$ cat config.mk
export PLATFORM = sky130hd
export DESIGN_NAME = wort_timer
export DESIGN_NICKNAME = d
export VERILOG_FILES = /design/src/design/wort_pkg.sv /design/src/design/wort_timer.sv
export SDC_FILE = /design/constraint.sdc
export NUM_CORES = 1
export LEC_CHECK = 0
export BUFFER_PORTS_ARGS = -buffer_cell sky130_fd_sc_hd__buf_2
export CAP_MARGIN = 20
export CORE_MARGIN = 3
export CORE_UTILIZATION = 55
export CTS_CLUSTER_DIAMETER = 100
export DETAILED_ROUTE_END_ITERATION = 10
export GPL_TIMING_DRIVEN = 0
export PLACE_DENSITY = 0.82
export SYNTH_ARGS = -nofsm -noshare
export SYNTH_HDL_FRONTEND = slang
export SYNTH_SLANG_ARGS = --single-unit
$ cat constraint.sdc
create_clock -name clk -period 3.28 [get_ports clk]
set_clock_uncertainty 0.15 [all_clocks]
set_input_delay 0 -clock clk [delete_from_list [all_inputs] [get_ports clk]]
set_output_delay 0 -clock clk [all_outputs]
set_load 0.05 [all_outputs]
$ cat src/design/wort_pkg.sv
// Package with register map, field layout, reset values and timing counts of the wake timer
`default_nettype none

package wort_pkg;

  // ----------------------------------------------------------------
  // Register offsets on the register port
  // ----------------------------------------------------------------
  localparam logic [5:0] WORT_ADDR_TMO_HIGH = 6'h1e;
  localparam logic [5:0] WORT_ADDR_TMO_LOW  = 6'h1f;
  localparam logic [5:0] WORT_ADDR_CONTROL  = 6'h20;

  // ----------------------------------------------------------------
  // Control field positions
  // ----------------------------------------------------------------
  localparam int WORT_BIT_PD      = 7;
  localparam int WORT_SEL_MSB     = 6;
  localparam int WORT_SEL_LSB     = 4;
  localparam int WORT_BIT_CAL     = 3;
  localparam int WORT_RES_MSB     = 1;
  localparam int WORT_RES_LSB     = 0;

  // ----------------------------------------------------------------
  // Reset values
  // ----------------------------------------------------------------
  localparam logic [7:0] WORT_RST_TMO_HIGH = 8'h87;
  localparam logic [7:0] WORT_RST_TMO_LOW  = 8'h6b;
  localparam logic       WORT_RST_PD       = 1'h1;
  localparam logic [2:0] WORT_RST_SEL      = 3'h7;
  localparam logic       WORT_RST_CAL      = 1'h1;
  localparam logic [1:0] WORT_RST_RES      = 2'h0;

  // ----------------------------------------------------------------
  // Timing
  // ----------------------------------------------------------------
  localparam int WORT_CLK_PERIOD_NS = 100;  // Crystal-side clock period
  localparam int WORT_RC_DIV        = 750;  // Crystal cycles per RC period
  localparam int WORT_CAL_PERIODS   = 4;    // RC periods an initial calibration lasts
  localparam int WORT_RES_SHIFT     = 5;    // Prescaler grows by 2^5 per resolution step

  // Second-event delays in RC periods, indexed by the select field
  localparam logic [6:0] WORT_DLY_PLAIN [8] = '{7'h04, 7'h06, 7'h08, 7'h0c,
                                                7'h10, 7'h18, 7'h20, 7'h30};
  localparam logic [6:0] WORT_DLY_SYNC  [8] = '{7'h06, 7'h18, 7'h20, 7'h12,
                                                7'h40, 7'h60, 7'h1c, 7'h5c};

endpackage

`default_nettype wire

$ cat src/design/wort_timer.sv
// Wake timer: timeout registers, control register, RC tick, prescaler and two wake events
//
// Behaviour
// Timeout held in two readable byte registers
// Timeout equals steps times scaled RC period
// Timeout resets to 0x876b, about 2.6 seconds
// Power-down resets set; clearing starts calibration
// RC period is 750 crystal cycles
// Select field picks second-event delay, resets 7
// Calibration enable resets set; clear disables
// Resolution resets 0; scales step by 2^(5n)
// Count steps, fire first event, restart
`timescale 1ns/100ps
`default_nettype none

module wort_timer
  import wort_pkg::*;
#(
  parameter int RC_DIV      = WORT_RC_DIV,
  parameter int CAL_PERIODS = WORT_CAL_PERIODS
)
(
  // Clock and reset
  input  wire logic       clk,
  input  wire logic       reset_n,
  // Register port
  input  wire logic [5:0] reg_addr,
  input  wire logic       reg_wr,
  input  wire logic       reg_rd,
  input  wire logic [7:0] reg_wdata,
  output var  logic [7:0] reg_rdata,
  // Mode input from the polling logic
  input  wire logic       wake_autosync,
  // Wake events and status
  output var  logic       first_wake_event,
  output var  logic       second_wake_event,
  output var  logic       rc_osc_cal_enable_active
);

  // ----------------------------------------------------------------
  // Elaboration checks
  // ----------------------------------------------------------------
  if (RC_DIV < 9 || RC_DIV > 65535)
  begin : g_chk_div
    $error("RC_DIV out of range");
  end
  if (CAL_PERIODS < 1 || CAL_PERIODS > 255)
  begin : g_chk_cal
    $error("CAL_PERIODS out of range");
  end

  localparam logic [15:0] DIV_LAST = 16'(RC_DIV - 1);
  localparam logic [7:0]  CAL_LAST = 8'(CAL_PERIODS);

  // ----------------------------------------------------------------
  // Registers
  // ----------------------------------------------------------------
  logic [7:0]  tmo_high_r;      // Upper timeout byte
  logic [7:0]  tmo_low_r;       // Lower timeout byte
  logic        pd_r;            // RC oscillator power-down
  logic [2:0]  sel_r;           // Second-event delay select
  logic        cal_en_r;        // Calibration enable
  logic [1:0]  res_r;           // Resolution
  logic [15:0] div_r;           // Crystal-to-RC divider
  logic        tick_r;          // One-cycle RC period mark
  logic [14:0] pre_r;           // Resolution prescaler
  logic [15:0] step_r;          // Timeout step counter
  logic [6:0]  dly_r;           // Second-event countdown
  logic        dly_busy_r;      // Countdown running
  logic [7:0]  cal_cnt_r;       // Calibration countdown
  logic        first_r;
  logic        second_r;
  logic        cal_r;
  logic [7:0]  rdata_r;

  // ----------------------------------------------------------------
  // Decode and next-value logic
  // ----------------------------------------------------------------
  wire         wr_high  = reg_wr && (reg_addr == WORT_ADDR_TMO_HIGH);
  wire         wr_low   = reg_wr && (reg_addr == WORT_ADDR_TMO_LOW);
  wire         wr_ctrl  = reg_wr && (reg_addr == WORT_ADDR_CONTROL);
  wire [15:0]  timeout  = {tmo_high_r, tmo_low_r};
  wire [7:0]   ctrl_rd  = {pd_r, sel_r, cal_en_r, 1'b0, res_r};
  // Reserved bit reads zero, unmapped offsets read zero
  wire [7:0]   rdata_nxt = (reg_addr == WORT_ADDR_TMO_HIGH) ? tmo_high_r :
                           (reg_addr == WORT_ADDR_TMO_LOW)  ? tmo_low_r  :
                           (reg_addr == WORT_ADDR_CONTROL)  ? ctrl_rd    : 8'h00;
  // Clearing power-down while it was set, with the calibration enable bit written 1, starts a calibration
  wire         pd_clear = wr_ctrl && pd_r && !reg_wdata[WORT_BIT_PD];
  wire         cal_go   = pd_clear && reg_wdata[WORT_BIT_CAL];
  wire [14:0]  pre_last = 15'((32'h1 << (WORT_RES_SHIFT * res_r)) - 32'h1);
  wire         step_end = tick_r && (pre_r == pre_last);
  // A zero timeout wraps and runs the full 2^16 steps
  wire         tmo_hit  = step_end && (step_r == 16'(timeout - 16'h1));
  wire [6:0]   dly_sel  = wake_autosync ? WORT_DLY_SYNC[sel_r] : WORT_DLY_PLAIN[sel_r];
  wire         dly_done = dly_busy_r && tick_r && (dly_r == 7'h01);
  wire         div_wrap = (div_r == DIV_LAST);

  // ----------------------------------------------------------------
  // Register file
  // ----------------------------------------------------------------
  always_ff @(posedge clk or negedge reset_n)
  begin
    if (!reset_n)
    begin
      tmo_high_r <= WORT_RST_TMO_HIGH;
      tmo_low_r  <= WORT_RST_TMO_LOW;
      pd_r       <= WORT_RST_PD;
      sel_r      <= WORT_RST_SEL;
      cal_en_r   <= WORT_RST_CAL;
      res_r      <= WORT_RST_RES;
    end
    else if (wr_ctrl)
    begin
      pd_r     <= reg_wdata[WORT_BIT_PD];
      sel_r    <= reg_wdata[WORT_SEL_MSB:WORT_SEL_LSB];
      cal_en_r <= reg_wdata[WORT_BIT_CAL];
      res_r    <= reg_wdata[WORT_RES_MSB:WORT_RES_LSB];
    end
    else
    begin
      // Byte writes land one at a time; software updates both bytes
      if (wr_high)
        tmo_high_r <= reg_wdata;
      if (wr_low)
        tmo_low_r <= reg_wdata;
    end
  end

  // Read data is registered, held between reads
  always_ff @(posedge clk or negedge reset_n)
  begin
    if (!reset_n)
      rdata_r <= 8'h00;
    else if (reg_rd)
      rdata_r <= rdata_nxt;
  end

  // ----------------------------------------------------------------
  // RC period generator, stopped while powered down
  // ----------------------------------------------------------------
  always_ff @(posedge clk or negedge reset_n)
  begin
    if (!reset_n)
    begin
      div_r  <= 16'h0000;
      tick_r <= 1'b0;
    end
    else if (pd_r)
    begin
      div_r  <= 16'h0000;
      tick_r <= 1'b0;
    end
    else
    begin
      div_r  <= div_wrap ? 16'h0000 : 16'(div_r + 16'h1);
      tick_r <= div_wrap;
    end
  end

  // ----------------------------------------------------------------
  // Prescaler and first-event counter
  // ----------------------------------------------------------------
  always_ff @(posedge clk or negedge reset_n)
  begin
    if (!reset_n)
    begin
      pre_r   <= 15'h0000;
      step_r  <= 16'h0000;
      first_r <= 1'b0;
    end
    else if (pd_r)
    begin
      pre_r   <= 15'h0000;
      step_r  <= 16'h0000;
      first_r <= 1'b0;
    end
    else
    begin
      first_r <= tmo_hit;
      if (tick_r)
        pre_r <= (pre_r >= pre_last) ? 15'h0000 : 15'(pre_r + 15'h1);
      if (tmo_hit)
        step_r <= 16'h0000;
      else if (step_end)
        step_r <= 16'(step_r + 16'h1);
    end
  end

  // ----------------------------------------------------------------
  // Second event, counted in RC periods after the first
  // ----------------------------------------------------------------
  always_ff @(posedge clk or negedge reset_n)
  begin
    if (!reset_n)
    begin
      dly_r      <= 7'h00;
      dly_busy_r <= 1'b0;
      second_r   <= 1'b0;
    end
    else if (pd_r)
    begin
      dly_r      <= 7'h00;
      dly_busy_r <= 1'b0;
      second_r   <= 1'b0;
    end
    else
    begin
      second_r <= dly_done;
      if (first_r)
      begin
        dly_r      <= dly_sel;
        dly_busy_r <= 1'b1;
      end
      else if (dly_done)
        dly_busy_r <= 1'b0;
      else if (dly_busy_r && tick_r)
        dly_r <= 7'(dly_r - 7'h1);
    end
  end

  // ----------------------------------------------------------------
  // Initial calibration after power-up
  // ----------------------------------------------------------------
  always_ff @(posedge clk or negedge reset_n)
  begin
    if (!reset_n)
    begin
      cal_cnt_r <= 8'h00;
      cal_r     <= 1'b0;
    end
    else if (cal_go)
    begin
      cal_cnt_r <= CAL_LAST;
      cal_r     <= 1'b1;
    end
    else if (pd_r || !cal_en_r)
    begin
      // Disabling calibration, or powering down, aborts a run
      cal_cnt_r <= 8'h00;
      cal_r     <= 1'b0;
    end
    else if (cal_r && tick_r)
    begin
      cal_cnt_r <= 8'(cal_cnt_r - 8'h1);
      cal_r     <= (cal_cnt_r != 8'h01);
    end
  end

  assign reg_rdata         = rdata_r;
  assign first_wake_event  = first_r;
  assign second_wake_event = second_r;
  assign rc_osc_cal_enable_active     = cal_r;
endmodule

`default_nettype wire

==> results of run 1 <==
[final cells by class]
class | instances | area (sq um)
Inverter | 29 | 109
Clock buffer | 9 | 124
Sequential cell | 98 | 2470
Clock inverter | 7 | 77.6
Buffer | 24 | 114
Fill cell | 775 | 3560
Multi-Input combinational cell | 485 | 3360
Timing Repair Buffer | 55 | 428
Tap cell | 136 | 170
[power breakdown]
group | switching (mW) | internal, mW | leakage, nW
clock | 0.463 | 0.359 | 0.100
sequential | 0.0993 | 1.30 | 1.31
combinational | 0.386 | 0.298 | 1.67
total | 0.948 | 1.96 | 3.07
[worst max-delay path by stage]
stage	to	start	slack, ps
floorplan	step_r[12]$_DFFE_PN0P_	tmo_low_r[5]$_DFFE_PN1P_	140
global placement	step_r[6]$_DFFE_PN0P_	res_r[1]$_DFFE_PN0P_	-210
detailed placement	step_r[3]$_DFFE_PN0P_	res_r[0]$_DFFE_PN0P_	-350
CTS	step_r[6]$_DFFE_PN0P_	tmo_low_r[5]$_DFFE_PN1P_	30
global route	step_r[10]$_DFFE_PN0P_	res_r[1]$_DFFE_PN0P_	-80
finish	step_r[3]$_DFFE_PN0P_	res_r[1]$_DFFE_PN0P_	20
[layer usage]
layer | routed length, um | part of all wire
met1 | 6140 | 0.44
met2 | 6880 | 0.49
met3 | 666 | 0.047
met4 | 408 | 0.029
met5 | 0 | 0
[logic make-up (layout without fill, tap and decap cells)]
kind of cell / count (synthesis) / count (layout)
buf+inv: 56 / 124
compound gates: 142 / 142
simple gates: 253 / 253
xor+xnor: 38 / 38
mux: 24 / 24
flops: 98 / 98
fa+ha+maj: 28 / 28
[Yosys cell counts (all sizes together) (3+ instances only)]
| cell type | n |
|---|---|
| dfrtp | 84 |
| nor2 | 65 |
| o21ai | 53 |
| nand2 | 41 |
| inv | 29 |
| ha | 28 |
| nand2b | 26 |
| mux2 | 24 |
| nand3 | 24 |
| a21oi | 20 |
| clkbuf | 20 |
| xor2 | 20 |
| xnor2 | 18 |
| and3 | 16 |
| nor3 | 16 |
| dfstp | 14 |
| nand4 | 10 |
| nor3b | 10 |
| nor4 | 10 |
| o211ai | 10 |
| a21o | 9 |
| o31ai | 9 |
| or3 | 9 |
| a211o | 7 |
| a22o | 7 |
| buf | 7 |
| a211oi | 6 |
| nor2b | 6 |
| or4 | 5 |
| a31oi | 3 |
| or2 | 3 |
[through the flow]
stage	util	std cells	total power [mW]
after floorplan	-	639	1.81
after global placement	0.598	803	1.94
after detailed placement	0.601	804	1.99
after CTS	0.648	841	2.87
after global routing	0.658	843	3.04
final	0.658	843	2.90
[sequential cells by signal, indices dropped and copies added (netlist names)]
signal and flops:
dly_r 7, rc_osc_cal_enable_active 1, tick_r 1, tmo_high_r 8
res_r 2, div_r 16, second_wake_event 1, sel_r 3
dly_busy_r 1, pre_r 15, first_wake_event 1, reg_rdata 8
cal_cnt_r 8, tmo_low_r 8, cal_en_r 1, pd_r 1
step_r 16
[worst register-to-register path, delay by kind of cell (launching register included)]
family / cells / cell delay (ps)
compound gates: 2 / 530
buf+inv: 4 / 530
simple gates: 6 / 1190
flops: 1 / 410
fa+ha+maj: 1 / 330
[timing repair]
| action | in CTS | in global routing |
|---|---|---|
| buffers inserted | 9 | 3 |
| gates cloned | 1 | 0 |
| gates resized for setup | 17 | 15 |
| pin swaps | 6 | 10 |
| setup endpoints to repair | 27 | 27 |
| hold buffers | 13 | 0 |
| hold endpoints to repair | 125 | 0 |
==> results.ini, run 1 <==
[placed_design]
io_buffers=28
gp_congestion=0.980
hpwl_um=9730
dp_slack_ps=-353
placed_area_sq_mm=0.00626

[synth]
synth_cells=639
async_flop_share=1.00
synth_top_family_by_area=simple AND/OR/NAND/NOR gates
syn_area_sq_mm=0.00592
synth_compound_area_frac=0.159
ys_warn_count=0
synthSimpleGateAreaFrac=0.223
synth_top_area_frac=0.355
synth_edf_count=0
synthTopCellsByArea=dfrtp_1 (36%), dfstp_2 (6.2%), ha_1 (5.9%)
ys.flop_type=dfrtp_1
synthAdderAreaFrac=0.0592
synth_xor_area_frac=0.0562
synth_mux_area_frac=0.0457
synth.distinct_cells=59
yosysSeqAreaShare=0.417
synth_seq_cells=98
yosysTopAreaCell=dfrtp_1
synth_nets=686
postSynthAreaPerCell_sq_um=9.26

[detailed_routing]
viasPerCell=6.00
drc_errors=0
wl_per_cell_um=16.7
ant_nets=0
drt-total-wl_um=14100
route.vias.total=5059
drt-pass1-iter-count=5
dr.first_iter.drc_count=403

[grt]
use_met1=0.301
grt_pass1_wl_um=23000
grt-ovfl-total=0
grt_util_met2=0.413
grt_max_degree=62
globalRouteMet3Util=0.0405
grt_antenna_before_repair=0
grt_pass1_vias=4899
top_usage_layer=met2
grt_usage=0.241

[cells_and_area]
final_area_sq_mm=0.00685
antenna_cells=0
syn2layout_area_growth_pct=15.7
drive_gt1_frac=0.182
final_cell_mix=dfrtp_1 (84), nor2_1 (63), o21ai_0 (50)
nets=749
final_common_cell=dfrtp_1

[cts]
cts_buffers=9
clock_path_buffers=2
h-tree-depth=3
cts_tree=yes
cts_sinks=98
clkTransAtPathRegs_ps=110
cts_root_buf=clkbuf_8
clk_latency_ps=390

[timing]
drv_slew=0
fmax_mhz=307
min_period_ps=3260
slew_headroom=0.367
whs_ps=58.2
finalSetupTns_ps=0
finalHoldViolations=0
rsz0062_at_grt=yes
period_share=0.993
setup-violations-final=0
tightest_slew_ps=942
setup_ws_ps=21.9

[critical_path]
crit_path_cell_trace=buf_4 -> inv_1 -> ha_1 -> nand4_1 -> nor4_4 -> nand2_2 -> nor4_2 -> nand4_1 -> o31ai_4 -> buf_6 -> buf_6 -> nor2_1 -> a211o_1
reg2regPathDepth=13
r2r-start=res_r[1]$_DFFE_PN0P_
required_ps=3400
critPathMaxFanout=5
r2r_slack_ps=20
cp.arrival_ps=3380
critical-path-top-delay-family=simple AND/OR/NAND/NOR gates
cp_slowest_cell=dfrtp_1
worst-setup-path-type=reg2reg
crit_path_max_incr_delay_ps=410
cp-end-kind=flip-flop
cp.buffers_inverters=4
cp-start-kind=flip-flop
regToRegEndpoint=step_r[3]$_DFFE_PN0P_
cp_num_cells=13

[floorplanning]
rows=37
initial_utilization=0.568
dieArea_sq_mm=0.0120
boundaryPins=30
die_h_um=110
core_area_sq_mm=0.0104
die_width_um=110

[hold_path]
hp-class=in2async

[job]
max-cap-violations=0

[outcome]
status=complete, no violations

[pwr]
vdd_ir_drop_max_mv=0.206
p_leak_nw=3.07
pwr_density_cell_mw_per_mm2=424

Power figures use the tool's default switching activity.
==> inputs of run 2 (changes only) <==
CAP_MARGIN = unset   (was 20)
SETUP_SLACK_MARGIN = 0.05   (was unset)
==> run 2 against run 1 <==
Compared with the run above: combinational power is 1% higher; count of clock-buffer cells in the layout stayed put; non-clock buffer count is 4 higher; first-iteration DRC count is 6.5% lower; die area stayed put; total power is 0.21% higher; core utilization is 0.084 points lower; wire length is 0.64% lower; critical path type unchanged; largest cell class unchanged; largest power group unchanged; highest routed layer unchanged.
==> results.ini, run 2 (synthesized netlist as in run 1, its figures left out) <==
[outcome]
status=complete, no violations

[job]
max-cap-violations=0  ; unchanged

[cells_and_area]
num-fill-cells=780  ; +0.65%
drive_gt1_frac=0.186  ; +0.00319
top_regs=div_r x16, step_r x16, pre_r x15
final_area_sq_mm=0.00684  ; -0.13%
final_cell_mix=dfrtp_1 (83), nor2_1 (63), o21ai_0 (50)
nets=753  ; +0.53%
final_common_cell=dfrtp_1
antenna_cells=0  ; unchanged
syn2layout_area_growth_pct=15.6

[floorplanning]
die_h_um=110  ; unchanged
initial_utilization=0.568  ; unchanged
die_width_um=110  ; unchanged
boundaryPins=30  ; unchanged
core_area_sq_mm=0.0104  ; unchanged
rows=37  ; unchanged
dieArea_sq_mm=0.0120  ; unchanged

[placed_design]
dp_slack_ps=-353  ; unchanged
gp_congestion=0.980  ; unchanged
io_buffers=28  ; unchanged
placed_area_sq_mm=0.00626  ; unchanged
hpwl_um=9730  ; unchanged

[grt]
grt_max_degree=62  ; unchanged
grt_pass1_wl_um=23000  ; about the same
grt_pass1_vias=4898  ; -0.020%
grt-ovfl-total=0  ; unchanged
grt_antenna_before_repair=0  ; unchanged
grt_usage=0.241  ; about the same

[detailed_routing]
wl_per_cell_um=16.5  ; -1.1%
dr.first_iter.drc_count=377  ; -6.5%
drt-total-wl_um=14000  ; -0.64%
drc_errors=0  ; unchanged
route.vias.total=5037  ; -0.43%
drt-pass1-iter-count=5  ; unchanged
ant_nets=0  ; unchanged
viasPerCell=5.95  ; -0.91%

[timing]
drv_slew=0  ; unchanged
setup_ws_ps=122  ; +99.8 ps
finalHoldViolations=0  ; unchanged
slew_headroom=0.370  ; +0.00336
setup-violations-final=0  ; unchanged
period_share=0.963  ; -0.0304
min_period_ps=3160  ; -99.8 ps
fmax_mhz=317  ; +3.2%
rsz0062_at_grt=yes
tightest_slew_ps=937  ; -5.00 ps

[critical_path]
cp_slowest_cell=or4_4
worst-setup-path-type=reg2reg
cp.arrival_ps=3280  ; -100 ps
cp.buffers_inverters=3  ; -1
required_ps=3400  ; about the same
crit_path_max_incr_delay_ps=540  ; +130 ps
cp-end-kind=flip-flop
critical-path-top-delay-family=simple AND/OR/NAND/NOR gates
critPathMaxFanout=6  ; +1
crit_path_frequent_cell=buf_6
crit_path_cell_trace=or4_4 -> buf_6 -> or4_4 -> o21ai_2 -> nand2_1 -> a221o_1 -> o31ai_4 -> buf_6 -> buf_6 -> nor2_1 -> a211o_1
cp-start-kind=flip-flop

[cts]
clk_latency_ps=390  ; about the same
cts_buffers=9  ; unchanged
cts_tree=yes
clock_path_buffers=2  ; unchanged
clkTransAtPathRegs_ps=100  ; about the same
cts_root_buf=clkbuf_8
h-tree-depth=3  ; unchanged
cts_sinks=98  ; unchanged

[hold_path]
hp-class=in2async

[pwr]
power_mw=2.91  ; +0.21%
pwr_density_cell_mw_per_mm2=425  ; +0.34%
p_leak_nw=3.08  ; +0.22%
vdd_ir_drop_max_mv=0.206  ; +0.10%

==> run 2: changes by cell type in the layout (fill, tap and decap cells not counted) <==
cell | before | now
inv_2 | 1 | 2
ha_1 | 24 | 27
nand2_4 | 1 | 0
a2111oi_1 | 1 | 0
dfrtp_2 | 0 | 1
buf_4 | 11 | 15
dfrtp_1 | 84 | 83
a2111oi_2 | 0 | 1
nand2_1 | 39 | 40
ha_4 | 4 | 1
inv_1 | 28 | 27
==> run 2: path summary, 6_finish.rpt <==
kind / from / to / slack [ps] / cells past startpoint
min: reset_n / tmo_low_r[3]$_DFFE_PN1P_ / 60 / 2
max in group asynchronous: reset_n / cal_en_r$_DFFE_PN1P_ / 2540 / 3
min in group clk: reg_addr[5] / reg_rdata[2]$_DFFE_PN0P_ / 70 / 4
min reg2reg: pre_r[14]$_DFFE_PN0P_ / pre_r[14]$_DFFE_PN0P_ / 350 / 1
max: tmo_low_r[5]$_DFFE_PN1P_ / step_r[3]$_DFFE_PN0P_ / 120 / 11
max reg2reg: tmo_low_r[5]$_DFFE_PN1P_ / step_r[3]$_DFFE_PN0P_ / 120 / 11
==> run 2: cell type report <==
| cell class | instances | area, sq um | share of cell area |
|---|---|---|---|
| repair buffers | 59 | 458 | 0.0669 |
| plain buffers | 24 | 114 | 0.0166 |
| well taps | 136 | 170 | 0.0249 |
| clock inverters | 7 | 77.6 | 0.0113 |
| multi-input cells | 485 | 3320 | 0.485 |
| inverters | 29 | 109 | 0.0159 |
| clock buffers | 9 | 124 | 0.0181 |
| flip-flops and latches | 98 | 2470 | 0.361 |
==> run 2: per-stage QoR <==
| stage | hold WS, ps | util | std cells | TNS, ps |
|---|---|---|---|---|
| after floorplan | -446 | - | 639 | 0 |
| after global placement | 104 | 0.598 | 803 | -2260 |
| after detailed placement | -140 | 0.601 | 804 | -5190 |
| after CTS | 36.4 | 0.647 | 840 | 0 |
| after global routing | 61.2 | 0.657 | 847 | 0 |
| final | 62.0 | 0.657 | 847 | 0 |
==> run 2: timing repair <==
item                                    in CTS  in global routing
buffers inserted                             9                  7
hold endpoints to repair                   125                  0
cloned                                       1                  0
hold buffers                                13                  0
endpoints found under the setup margin      30                 28
gates resized for setup                     17                 13
pin swaps                                    8                  9
==> run 2: power breakdown <==
| part | leakage, nW | switching [mW] | total, mW | internal (mW) |
|---|---|---|---|---|
| Combinational | 1.67 | 0.387 | 0.693 | 0.307 |
| Sequential | 1.30 | 0.0999 | 1.40 | 1.30 |
| Clock | 0.100 | 0.458 | 0.818 | 0.359 |
| Total | 3.08 | 0.945 | 2.91 | 1.96 |
==> run 2: worst register-to-register path, cell delays in order (launching register included) <==
cell     delay [ps]
dfstp_2         420
or4_4           540
buf_6           140
or4_4           420
o21ai_2         130
nand2_1          60
a221o_1         390
o31ai_4         200
buf_6           160
buf_6           120
nor2_1           40
a211o_1         260
==> run 2: routing by layer <==
metal / wire length [um] / global-route usage / share of wire
met1: 6120 / 0.300 / 0.44
met2: 6880 / 0.413 / 0.49
met3: 644 / 0.0405 / 0.046
met4: 357 / 0.103 / 0.025
met5: 0 / 0 / 0
